==> src/logic/ppdm_regs.svh <==
// Register offsets, field positions and reset values of the data pin multiplexer.
// Assumes inclusion by bare name from design files; definitions only.
`ifndef PPDM_REGS_SVH
`define PPDM_REGS_SVH
`define PPDM_OFF_BUS_CTRL     12'h000
`define PPDM_OFF_GLB_CTRL_1   12'h004
`define PPDM_OFF_GLB_CTRL_2   12'h008
`define PPDM_OFF_GPIO_DIR     12'h00c
`define PPDM_OFF_GPIO_OUT     12'h010
`define PPDM_OFF_GPIO_IN      12'h014
`define PPDM_OFF_STATUS       12'h018
`define PPDM_OFF_MEM_DIR      12'h01c
`define PPDM_OFF_MEM_OUT      12'h020
`define PPDM_OFF_MEM_IN       12'h024
`define PPDM_BIT_HOLDER_EN    0
`define PPDM_BIT_CLK_HZ       0
`define PPDM_BIT_STRAP        0
`define PPDM_BIT_HOLD         1
`define PPDM_BIT_OFF          2
`define PPDM_RST_BUS_CTRL     32'h0000_0001
`define PPDM_RST_GLB_CTRL     32'h0000_0000
`define PPDM_RST_DIR          32'h0000_0000
`endif

==> src/logic/ppdm_pkg.sv <==
// Types shared by the data pin multiplexer files.
// Assumes nothing of its surroundings.
package ppdm_pkg;
    typedef enum logic [0:0] {
        PPDM_FN_GPIO = 1'b0,
        PPDM_FN_MEM  = 1'b1
    } ppdm_fn_e;
    typedef logic [31:0] ppdm_word_t;
endpackage

==> src/logic/ppdm_pin_if.sv <==
// Interface carrying the pin-cell controls between the multiplexer and its pad bank.
// Assumes one clock domain shared by both modules.
`timescale 1ns/100ps
interface ppdm_pin_if;
    logic [31:0] drive_val;
    logic [31:0] drive_en;
    logic        holder_en;
    logic [31:0] pad_out;
    logic [31:0] pad_oe;
    logic [31:0] hold_level;
    modport ctrl (output drive_val, output drive_en, output holder_en,
                  input pad_out, input pad_oe, input hold_level);
    modport pads (input drive_val, input drive_en, input holder_en,
                  output pad_out, output pad_oe, output hold_level);
endinterface

==> src/logic/ppdm_data_pin_mux.sv <==
// Data pin multiplexer with strap selection, tristate control and an APB register file.
// Assumes the strap and all pin inputs are asynchronous; APB runs on sys_clk_i.
`timescale 1ns/100ps
`include "ppdm_regs.svh"
module ppdm_data_pin_mux #(
    parameter int WIDTH = 32,
    parameter int HALF  = 16
) (
    // Clock and reset.
    input  wire logic             sys_clk_i,
    input  wire logic             rst_n_i,
    // APB slave.
    input  wire logic             psel_i,
    input  wire logic             penable_i,
    input  wire logic             pwrite_i,
    input  wire logic [11:0]      paddr_i,
    input  wire logic [31:0]      pwdata_i,
    output logic      [31:0]      prdata_o,
    output logic                  pready_o,
    output logic                  pslverr_o,
    // Mode pins.
    input  wire logic             bus_function_strap_i,
    input  wire logic             hold_req_n_i,
    input  wire logic             test_rst_n_i,
    input  wire logic             debug_event_pin_a_i,
    input  wire logic             debug_event_pin_b_off_i,
    // Memory clocks.
    input  wire logic [1:0]       mem_clk_i,
    output logic      [1:0]       memory_clock_output_o,
    output logic      [1:0]       memory_clock_output_oe_o,
    // Data pins.
    input  wire logic [WIDTH-1:0] data_pin_i,
    output logic      [WIDTH-1:0] data_pin_o,
    output logic      [WIDTH-1:0] data_pin_oe_o,
    // Internal memory controller data path.
    input  wire logic [WIDTH-1:0] external_memory_iface_out_i,
    input  wire logic             external_memory_iface_drive_i,
    output logic      [WIDTH-1:0] external_memory_iface_in_o,
    // Function in force.
    output logic                  mem_function_o
);
    ppdm_pin_if pins ();

    // Two-flop synchronisers for pin inputs.
    logic [WIDTH-1:0] din_s1;
    logic [WIDTH-1:0] din_s2;
    logic [3:0]       mode_s1;
    logic [3:0]       mode_s2;
    logic             strap_s1;
    logic             strap_s2;
    logic             strap_taken;
    logic [1:0]       strap_settle;

    ppdm_pkg::ppdm_fn_e function_sel;
    logic [31:0]        external_bus_ctrl_reg;
    logic [31:0]        memory_global_ctrl_1;
    logic [31:0]        memory_global_ctrl_2;
    logic [HALF-1:0]    gpio_dir;
    logic [HALF-1:0]    gpio_out;
    logic [WIDTH-1:0]   mem_dir;
    logic [WIDTH-1:0]   mem_out;
    logic [31:0]        rdata;

    // Data pin inputs cross into the clock domain through two flops.
    always_ff @(posedge sys_clk_i or negedge rst_n_i) begin
        if (!rst_n_i) begin
            din_s1 <= '0;
            din_s2 <= '0;
        end else begin
            din_s1 <= data_pin_i;
            din_s2 <= din_s1;
        end
    end

    // Mode pins cross through two flops; the reset value holds hold_req_n_i high and the other three low, so hold and off mode stay inactive.
    always_ff @(posedge sys_clk_i or negedge rst_n_i) begin
        if (!rst_n_i) begin
            mode_s1 <= 4'h1;
            mode_s2 <= 4'h1;
        end else begin
            mode_s1 <= {debug_event_pin_b_off_i, debug_event_pin_a_i, test_rst_n_i, hold_req_n_i};
            mode_s2 <= mode_s1;
        end
    end

    // The strap pin crosses through two flops.
    always_ff @(posedge sys_clk_i or negedge rst_n_i) begin
        if (!rst_n_i) begin
            strap_s1 <= 1'b0;
            strap_s2 <= 1'b0;
        end else begin
            strap_s1 <= bus_function_strap_i;
            strap_s2 <= strap_s1;
        end
    end

    // Counts the edges the strap needs to reach the second flop after release.
    always_ff @(posedge sys_clk_i or negedge rst_n_i) begin
        if (!rst_n_i) begin
            strap_settle <= 2'h0;
        end else if (strap_settle != 2'h2) begin
            strap_settle <= strap_settle + 2'h1;
        end
    end

    // The strap is taken from the second flop once it holds a sample after release, then frozen.
    always_ff @(posedge sys_clk_i or negedge rst_n_i) begin
        if (!rst_n_i) begin
            strap_taken  <= 1'b0;
            function_sel <= ppdm_pkg::PPDM_FN_GPIO;
        end else if (!strap_taken && (strap_settle == 2'h2)) begin
            strap_taken  <= 1'b1;
            function_sel <= strap_s2 ? ppdm_pkg::PPDM_FN_MEM : ppdm_pkg::PPDM_FN_GPIO;
        end
    end

    // Synchronised mode pins.
    wire hold_req_n_sync  = mode_s2[0];
    wire test_rst_n_sync  = mode_s2[1];
    wire debug_a_sync     = mode_s2[2];
    wire debug_b_off_sync = mode_s2[3];

    wire hold_active = ~hold_req_n_sync;
    wire off_mode    = ~test_rst_n_sync & debug_a_sync & ~debug_b_off_sync;
    wire mem_fn      = (function_sel == ppdm_pkg::PPDM_FN_MEM);
    wire pins_float  = hold_active | off_mode | ~strap_taken;

    // APB decode.
    wire        apb_wr   = psel_i & penable_i & pwrite_i;
    wire [11:0] addr     = paddr_i;
    wire        hit_bctl = (addr == `PPDM_OFF_BUS_CTRL);
    wire        hit_gc1  = (addr == `PPDM_OFF_GLB_CTRL_1);
    wire        hit_gc2  = (addr == `PPDM_OFF_GLB_CTRL_2);
    wire        hit_gdir = (addr == `PPDM_OFF_GPIO_DIR);
    wire        hit_gout = (addr == `PPDM_OFF_GPIO_OUT);
    wire        hit_gin  = (addr == `PPDM_OFF_GPIO_IN);
    wire        hit_stat = (addr == `PPDM_OFF_STATUS);
    wire        hit_mdir = (addr == `PPDM_OFF_MEM_DIR);
    wire        hit_mout = (addr == `PPDM_OFF_MEM_OUT);
    wire        hit_min  = (addr == `PPDM_OFF_MEM_IN);
    wire        hit_any  = hit_bctl | hit_gc1 | hit_gc2 | hit_gdir | hit_gout | hit_gin
                         | hit_stat | hit_mdir | hit_mout | hit_min;

    // Bus control word; bit 0 switches the bus holders.
    always_ff @(posedge sys_clk_i or negedge rst_n_i) begin
        if (!rst_n_i) begin
            external_bus_ctrl_reg <= `PPDM_RST_BUS_CTRL;
        end else if (apb_wr && hit_bctl) begin
            external_bus_ctrl_reg <= pwdata_i;
        end
    end

    // Global control word 1; bit 0 floats memory clock 0 in hold.
    always_ff @(posedge sys_clk_i or negedge rst_n_i) begin
        if (!rst_n_i) begin
            memory_global_ctrl_1 <= `PPDM_RST_GLB_CTRL;
        end else if (apb_wr && hit_gc1) begin
            memory_global_ctrl_1 <= pwdata_i;
        end
    end

    // Global control word 2; bit 0 floats memory clock 1 in hold.
    always_ff @(posedge sys_clk_i or negedge rst_n_i) begin
        if (!rst_n_i) begin
            memory_global_ctrl_2 <= `PPDM_RST_GLB_CTRL;
        end else if (apb_wr && hit_gc2) begin
            memory_global_ctrl_2 <= pwdata_i;
        end
    end

    // General I/O direction, one bit a pin, 1 drives.
    always_ff @(posedge sys_clk_i or negedge rst_n_i) begin
        if (!rst_n_i) begin
            gpio_dir <= HALF'(`PPDM_RST_DIR);
        end else if (apb_wr && hit_gdir) begin
            gpio_dir <= pwdata_i[HALF-1:0];
        end
    end

    // General I/O output levels.
    always_ff @(posedge sys_clk_i or negedge rst_n_i) begin
        if (!rst_n_i) begin
            gpio_out <= '0;
        end else if (apb_wr && hit_gout) begin
            gpio_out <= pwdata_i[HALF-1:0];
        end
    end

    // Memory data direction, one bit a pin, 1 drives.
    always_ff @(posedge sys_clk_i or negedge rst_n_i) begin
        if (!rst_n_i) begin
            mem_dir <= WIDTH'(`PPDM_RST_DIR);
        end else if (apb_wr && hit_mdir) begin
            mem_dir <= WIDTH'(pwdata_i);
        end
    end

    // Memory data output word written by software.
    always_ff @(posedge sys_clk_i or negedge rst_n_i) begin
        if (!rst_n_i) begin
            mem_out <= '0;
        end else if (apb_wr && hit_mout) begin
            mem_out <= WIDTH'(pwdata_i);
        end
    end

    wire [31:0] status_word = {29'h0, off_mode, hold_active, mem_fn};
    assign rdata = hit_bctl ? external_bus_ctrl_reg :
                   hit_gc1  ? memory_global_ctrl_1  :
                   hit_gc2  ? memory_global_ctrl_2  :
                   hit_gdir ? {16'h0, gpio_dir}     :
                   hit_gout ? {16'h0, gpio_out}     :
                   hit_gin  ? {16'h0, din_s2[WIDTH-1:HALF]} :
                   hit_stat ? status_word           :
                   hit_mdir ? mem_dir               :
                   hit_mout ? mem_out               :
                   hit_min  ? din_s2                : 32'h0000_0000;

    always_ff @(posedge sys_clk_i or negedge rst_n_i) begin
        if (!rst_n_i) begin
            prdata_o <= '0;
        end else if (psel_i & ~penable_i & ~pwrite_i) begin
            prdata_o <= rdata;
        end
    end
    assign pready_o  = 1'b1;
    assign pslverr_o = psel_i & penable_i & ~hit_any;

    // Per-pin function and direction selection.
    // Memory-side value: the controller's word while it drives, else the software word.
    function automatic logic [WIDTH-1:0] mem_drive_word(input logic             drive,
                                                        input logic [WIDTH-1:0] ctrl_word,
                                                        input logic [WIDTH-1:0] sw_word);
        mem_drive_word = drive ? ctrl_word : sw_word;
    endfunction

    wire [WIDTH-1:0] mem_val = mem_drive_word(external_memory_iface_drive_i, external_memory_iface_out_i, mem_out);
    wire [WIDTH-1:0] mem_en  = mem_dir | {WIDTH{external_memory_iface_drive_i}};
    logic [WIDTH-1:0] pin_en;
    logic [WIDTH-1:0] pin_val;

    genvar p;
    generate
        for (p = 0; p < WIDTH; p++) begin : g_sel
            if (p >= HALF) begin : g_upper
                // Upper pins carry memory data or general I/O bit p-HALF.
                assign pin_en[p]  = mem_fn ? mem_en[p] : gpio_dir[p-HALF];
                assign pin_val[p] = mem_fn ? mem_val[p] : gpio_out[p-HALF];
            end else begin : g_lower
                // Lower pins carry memory data; while reserved only their bus holder can drive them.
                assign pin_en[p]  = mem_fn & mem_en[p];
                assign pin_val[p] = mem_val[p];
            end
        end
    endgenerate

    assign pins.drive_en  = pins_float ? '0 : pin_en;
    assign pins.drive_val = pin_val;
    assign pins.holder_en = external_bus_ctrl_reg[`PPDM_BIT_HOLDER_EN] & strap_taken;

    ppdm_pad_bank #(
        .WIDTH (WIDTH)
    ) u_pads (
        .sys_clk_i (sys_clk_i),
        .rst_n_i   (rst_n_i),
        .pins      (pins.pads)
    );

    always_ff @(posedge sys_clk_i or negedge rst_n_i) begin
        if (!rst_n_i) begin
            data_pin_o    <= '0;
            data_pin_oe_o <= '0;
        end else begin
            data_pin_o    <= pins.pad_out;
            data_pin_oe_o <= pins.pad_oe;
        end
    end

    assign external_memory_iface_in_o = mem_fn ? din_s2 : '0;
    assign mem_function_o             = mem_fn;

    // Memory clocks float in reset and off mode, and in hold when their tristate bit is set.
    wire [1:0] clk_hz = {memory_global_ctrl_2[`PPDM_BIT_CLK_HZ], memory_global_ctrl_1[`PPDM_BIT_CLK_HZ]};
    assign memory_clock_output_o    = mem_clk_i;
    assign memory_clock_output_oe_o = {2{rst_n_i & ~off_mode}} & ~({2{hold_active}} & clk_hz);
endmodule // ppdm_data_pin_mux

==> src/logic/ppdm_pad_bank.sv <==
// Pad bank: output drivers and switchable bus holders for the 32 data pins.
// Assumes the wire level is resolved outside from pad_oe; holder drives when enabled and idle.
`timescale 1ns/100ps
module ppdm_pad_bank #(
    parameter int WIDTH = 32
) (
    // Clock and reset.
    input  wire logic sys_clk_i,
    input  wire logic rst_n_i,
    // Pin controls.
    ppdm_pin_if.pads  pins
);
    logic [WIDTH-1:0] last_level;
    genvar g;
    generate
        for (g = 0; g < WIDTH; g++) begin : g_pin
            always_ff @(posedge sys_clk_i or negedge rst_n_i) begin
                if (!rst_n_i) begin
                    last_level[g] <= 1'b0;
                end else if (pins.drive_en[g]) begin
                    last_level[g] <= pins.drive_val[g];
                end
            end
            // A holder keeps the last driven level once the driver lets go.
            assign pins.pad_out[g] = pins.drive_en[g] ? pins.drive_val[g] : last_level[g];
            assign pins.pad_oe[g]  = pins.drive_en[g] | pins.holder_en;
        end
    endgenerate
    assign pins.hold_level = last_level;
endmodule // ppdm_pad_bank

==> config.mk <==
export PLATFORM = sky130hd
export DESIGN_NAME = ppdm_data_pin_mux
export DESIGN_NICKNAME = d
export VERILOG_FILES = /design/src/logic/ppdm_pkg.sv /design/src/logic/ppdm_pin_if.sv /design/src/logic/ppdm_data_pin_mux.sv /design/src/logic/ppdm_pad_bank.sv
export VERILOG_INCLUDE_DIRS = /design/src /design/src/logic
export SDC_FILE = /design/constraint.sdc
export NUM_CORES = 1
export LEC_CHECK = 0
export ABC_AREA = 1
export BUFFER_PORTS_ARGS = -buffer_cell sky130_fd_sc_hd__buf_4
export CAP_MARGIN = 20
export CELL_PAD_IN_SITES_DETAIL_PLACEMENT = 0
export CELL_PAD_IN_SITES_GLOBAL_PLACEMENT = 2
export CORE_ASPECT_RATIO = 1.75
export CORE_MARGIN = 10
export CORE_UTILIZATION = 31
export CTS_BUF_LIST = sky130_fd_sc_hd__clkbuf_16
export DETAILED_ROUTE_END_ITERATION = 7
export PLACE_DENSITY = 0.8
export SLEW_MARGIN = 10
export SYNTH_ARGS = -nofsm -noshare
export SYNTH_HDL_FRONTEND = slang
export SYNTH_HIERARCHICAL = 1
export SYNTH_SLANG_ARGS = --single-unit
export TNS_END_PERCENT = 30
==> constraint.sdc <==
create_clock -name sys_clk_i -period 1.6 [get_ports sys_clk_i]
set_input_delay 0.24 -clock sys_clk_i [delete_from_list [all_inputs] [get_ports sys_clk_i]]
set_output_delay 0.24 -clock sys_clk_i [all_outputs]
set_load 0.01 [all_outputs]
Word level (Yosys, flattened, before mapping)
Cells that the tools add are included.
{"block": "word_totals", "reg_bits": 398, "wordCells": 231, "in_bits": 121, "out_inout_bits": 135}
{"block": "classes", "muxes": 78, "n_eq_ne": 11, "n_reduce_logical": 10, "n_addsub": 1, "bitwise_logic": 80}
{"op": "two-way mux 32 bit", "count": 13}
{"op": "two-way mux 1 bit", "count": 65}
{"op": "equality test 12 x 5 -> 1 bit, second input constant", "count": 4}
{"op": "bitwise OR 1 bit", "count": 43}
{"op": "bitwise OR 32 bit", "count": 1}
{"op": "AND 1 bit", "count": 25}
{"op": "equality test 12 x 4 -> 1 bit, second input constant", "count": 2}
{"op": "equality test 12 x 6 -> 1 bit, second input constant", "count": 2}
{"op": "equality test 12 x 3 -> 1 bit, second input constant", "count": 1}
{"op": "zero test 12 bit", "count": 1}
{"op": "logical AND 1 bit", "count": 8}
{"op": "NOT 1 bit", "count": 8}
{"op": "AND 2 bit", "count": 2}
{"op": "adder 2 x 1 -> 2 bit, second input constant", "count": 1}
{"op": "equality test 2 bit, second input constant", "count": 1}
{"op": "!= test 2 bit, second input constant", "count": 1}
{"op": "NOT 2 bit", "count": 1}
{"op": "zero test 1 bit", "count": 1}

Depth between registers and ports, before layout
{"block": "depth", "word_depth": 12, "mapped_depth": 14, "ltp_nobuf": 13}

Cells and area by module
The synthesis kept the hierarchy.
{"mod": "ppdm_data_pin_mux", "area_per_inst_um2": 15043.2, "cells_per_inst": 1692, "n_inst": 1, "seq_area_each_um2": 9162.5}
{"mod": "ppdm_pad_bank", "area_per_inst_um2": 1443.9, "cells_per_inst": 196, "n_inst": 1, "seq_area_each_um2": 800.8}

Worst setup path before layout
OpenSTA, ideal clock, no wires.
{"block": "synth_path", "path_kind": "input to output", "startpoint": "input paddr_i[8]", "endpoint": "output pslverr_o", "slack_ps": -86, "path_stages": 9, "arrival_time_ps": 1446, "cell_sequence": "inv_1 nand2_1 nor2_4 buf_6 buf_4 buf_2 nand4_1 o211ai_1 nor4_1"}
{"block": "synth_between", "elab_chain_len": 12, "word_cells_on_any_way": 21}
{"element": "start: declaration", "line_no": "ppdm_data_pin_mux.sv:16", "text": "input wire logic [11:0] paddr_i,"}
{"element": "equality test 12 x 3 -> 1 bit (no line) or zero test 12 bit (tied branches)"}
{"element": "bitwise OR 1 bit (5 in series)", "line_no": "ppdm_data_pin_mux.sv:141", "text": "wire hit_any = hit_bctl | hit_gc1 | hit_gc2 | hit_gdir | hit_gout | hit_gin"}
{"element": "bitwise OR 1 bit (3 in series)", "line_no": "ppdm_data_pin_mux.sv:142", "text": "| hit_stat | hit_mdir | hit_mout | hit_min;"}
{"element": "bitwise OR 1 bit (*)", "line_no": "ppdm_data_pin_mux.sv:142"}
{"element": "NOT 1 bit (*)", "line_no": "ppdm_data_pin_mux.sv:227", "text": "assign pslverr_o = psel_i & penable_i & ~hit_any;"}
{"element": "AND 1 bit (*)", "line_no": "ppdm_data_pin_mux.sv:227"}
{"element": "end: declaration", "line_no": "ppdm_data_pin_mux.sv:20", "text": "output logic pslverr_o,"}
Every way passes the cells marked *; elsewhere a longest branch is shown, timed or not.

Worst setup path in the final report
{"block": "layout_path", "startpoint": "register mode_s2[3]", "endpoint": "output memory_clock_output_oe_o[0]"}
{"block": "layout_between", "elab_chain_len": 5}
{"element": "start: declaration", "line_no": "ppdm_data_pin_mux.sv:48", "text": "logic [3:0] mode_s2;"}
{"element": "start signal: assignment", "line_no": "ppdm_data_pin_mux.sv:82", "text": "mode_s2 <= mode_s1;"}
{"element": "NOT 1 bit", "line_no": "ppdm_data_pin_mux.sv:124", "text": "wire off_mode = ~test_rst_n_sync & debug_a_sync & ~debug_b_off_sync;"}
{"element": "AND 1 bit", "line_no": "ppdm_data_pin_mux.sv:124"}
{"element": "NOT 1 bit", "line_no": "ppdm_data_pin_mux.sv:285", "text": "assign memory_clock_output_oe_o = {2{rst_n_i & ~off_mode}} & ~({2{hold_active}} & clk_hz);"}
{"element": "AND 1 bit", "line_no": "ppdm_data_pin_mux.sv:285"}
{"element": "AND 2 bit", "line_no": "ppdm_data_pin_mux.sv:285"}
{"element": "end: declaration", "line_no": "ppdm_data_pin_mux.sv:30", "text": "output logic [1:0] memory_clock_output_oe_o,"}
No other way between the ends.

==> metrics <==
status finished, violations left; violations in the final reports setup timing; number of top-level design ports around 260; total wirelength of the detailed-routed design 62.38 mm; Register-to-Register Path Depth 11; area leader, netlist sky130_fd_sc_hd__dfrtp_1; crit path from mode_s2[3]; setup repair after global routing missed its margin yes; maximum number of pins on one net before global-route repair 98; critical path endpoint category output port; Ys Warns 6; relative contribution of the clock network to total power 0.430; slowest stage delay, CP 430 ps; count of cell types in the netlist 33; internal power consumption about 17 mW; number of max-slew violations in the final report 0; WP data arrival 1730 ps; final worst slack -373.6 ps; count of state elements after synthesis 398; number of violations reported at the end of detailed-routing iteration 0 984; final period utilization 1.234; number of inserted diodes 0; final-layout fill cell count 5,188; share of the synthesized area in the top cell type 0.5995; mean area per synthesized cell just under 9 µm²; Final Hold Violating Endpoints 0; synthesized area about 16,000 µm²; min Tclk post-route ~2000 ps; H-Tree Depth 2; top cells by area, synth sky130_fd_sc_hd__dfrtp_1, sky130_fd_sc_hd__nand2_1, sky130_fd_sc_hd__o21ai_0, sky130_fd_sc_hd__nand3_1, sky130_fd_sc_hd__inv_1; synthesized netlist cell count 1,888; NumNets Final 2,387; first-pass iteration count of the detailed router 6; vertical die dimension 325.1 µm; Setup crit start kind flop; Async SR Flop Fraction 1.000; relative max-transition margin 0.5937; share of the core filled with cells in the final layout 0.4331; leading cell types in the layout, fill and taps excluded sky130_fd_sc_hd__nand2_1, sky130_fd_sc_hd__dfrtp_1, sky130_fd_sc_hd__buf_4; Leakage Power about 11 nW; number of buffers created by CTS 40; switching power summed over all nets 5.449 mW; path category of the worst min-delay check input port to flop; number of nets in the synthesized netlist 2,010; Final HPWL DP about 47 mm; worst-case hold slack 16.81 ps; endpoint of the worst-slack reg-to-reg timing path prdata_o[2]; maximum VDD drop 0.0008517 V; switching fraction of total power 0.2450; Clk pin slew, worst setup/hold paths around 70 ps; relative contribution of combinational cells to total power 0.094; DRC violations left 0; power density relative to cell area around 1000 nW/µm²; sequential cell fraction of total power 0.477; share of final-layout standard cells stronger than drive strength 1 0.2730; wire length of the first global-routing pass 93.75 mm; worst clock skew on the final layout 16.54 ps; data required time of the worst path 1360 ps; cell chosen for the clock root sky130_fd_sc_hd__clkbuf_16; Core Area about 52,000 µm²; largest fanout on the critical path 2; placer congestion estimate approximately 0.93; wire per inst between 20 and 25 µm; upper clock frequency limit about 500 MHz; ys flop type sky130_fd_sc_hd__dfrtp_1; starting utilization of the core area 0.3141; Via-to-Cell Ratio 4.725; count of max-cap constraint violations 0; Max stage delay cell, worst path sky130_fd_sc_hd__or3b_4; TritonCTS clock tree done; number of nets still failing antenna checks after routing 0; antenna violations before repair 2; num rows 111; worst flop-to-flop path startpoint mode_s2[3]; number of vias in the routed layout 14.04k; Port Buf Inserts 250; most frequent standard cell in the layout excluding fill and tap cells sky130_fd_sc_hd__nand2_1; kind of critical path flop to output port; total routing resource utilization after global routing 0.1938; area grow syn2layout 37.90%; Final Setup Violations 134; termination of the worst setup path memory_clock_output_oe_o[0]; clock insertion delay at the later pin of the skew report about 550 ps; Chip Width a little under 200 µm; Register-to-Register Setup Slack -220 ps; worst slew pin tran 603.0 ps; via count of the first global-routing pass approximately 14k; total clock sinks slightly below 400; ordered list of cells on the worst path or3b_4 > buf_6 > nand2_4 > a21oi_2 > buf_4; part of the Yosys area used for sequential elements 0.6043; maximum buffer depth of the clock tree 3; total die area 63,170 µm²; number of enable-type register cells in the synthesized netlist 0; gr ovfl total 0
-- power groups by stage --
stage	clock (mW)	sequential, mW	combinational [mW]
detailed placement	0	10.8	1.82
global route	10.2	10.6	2.27
finish	9.56	10.6	2.08
floorplan	0	10.8	0.499
global placement	0	10.8	1.80
CTS	9.76	10.6	2.11
-- Yosys cell counts, types with 2 or more instances --
library cell                 n
sky130_fd_sc_hd__nand4_1    18
sky130_fd_sc_hd__nor3_1      2
sky130_fd_sc_hd__buf_4       8
sky130_fd_sc_hd__nand2_2     8
sky130_fd_sc_hd__nor3_2      2
sky130_fd_sc_hd__dfstp_2     3
sky130_fd_sc_hd__o21ai_0   163
sky130_fd_sc_hd__inv_2       7
sky130_fd_sc_hd__a21oi_1    36
sky130_fd_sc_hd__nand2_4     2
sky130_fd_sc_hd__nand2_1   658
sky130_fd_sc_hd__o21ai_1    91
sky130_fd_sc_hd__nand3_4     2
sky130_fd_sc_hd__dfrtp_1   395
sky130_fd_sc_hd__nor2_2     14
sky130_fd_sc_hd__nor2_1    111
sky130_fd_sc_hd__nor2_4      6
sky130_fd_sc_hd__buf_2      34
sky130_fd_sc_hd__clkbuf_1   48
sky130_fd_sc_hd__inv_1     141
sky130_fd_sc_hd__nand3_1   119
sky130_fd_sc_hd__nor3_4      3
sky130_fd_sc_hd__buf_6       7
-- cells by family after synthesis --
family / count (synthesis) / synth area share
other: 1 / 0.0002275
AO/OA/AOI/OAI: 292 / 0.08902
XOR/XNOR: 1 / 0.0005313
flip-flops: 398 / 0.6043
adder cells (fa/ha/maj): 1 / 0.0007588
buffers and inverters: 246 / 0.06360
AND/OR/NAND/NOR: 949 / 0.2416
-- worst min-delay path by stage --
stage,startpoint,to,slack [ps],cells after the start
final,pwdata_i[21],memory_global_ctrl_2[21],20,3
after global routing,pwdata_i[31],memory_global_ctrl_1[31],20,3
after CTS,pwdata_i[31],mem_out[31],3,3
after detailed placement,rst_n_i,u_pads/pins.hold_level[29],60,1
after global placement,rst_n_i,u_pads/pins.hold_level[29],70,1
after floorplan,rst_n_i,data_pin_o[0],-60,0
-- stage by stage --
step	total power [mW]	worst slack, ps	setup TNS (ps)	cell area [µm²]	instances
finish	22.24	-373.6	-15910	22740	2971
CTS	22.47	-405.0	-10300	22630	2970
global placement	12.57	-428.3	-47720	20150	2838
detailed placement	12.59	-455.5	-51780	20150	2838
floorplan	11.29	2.957	0	16500	1888
global route	23.08	-419.7	-22970	22740	2971
-- worst max-delay path: cells and delay by family, from the launching register on --
kind | cells | cell delay, ps
AOI/OAI and AO/OA | 1 | 40
buffers and inverters | 2 | 280
DFF | 1 | 360
and+or+nand+nor | 2 | 490
-- metal layers --
metal	track usage	vias up	wire, µm
li1	-	6754	-
met1	0.2198	6744	23880
met2	0.3531	437	32810
met3	0.02824	100	2964
met4	0.08137	2	2712
met5	0	-	11
-- layout make-up --
cell class	instances	area (µm²)	area share
tap	678	848.3	0.03731
sequential	398	9966	0.4383
clock buffer	41	1026	0.04513
clock inverter	29	279.0	0.01227
inverter	149	559.3	0.02460
timing repair buffer	432	4113	0.1809
multi-input combinational	1244	5944	0.2615
-- timing repair --
item,4_1_cts,5_1_grt
setup buffers,17,4
cloned,4,1
pin swaps,9,4
endpoints found under the hold margin,226,9
hold buffers,42,1
gates resized for setup,170,49
endpoints found under the setup margin,96,137
Power figures use the tool's default switching activity.
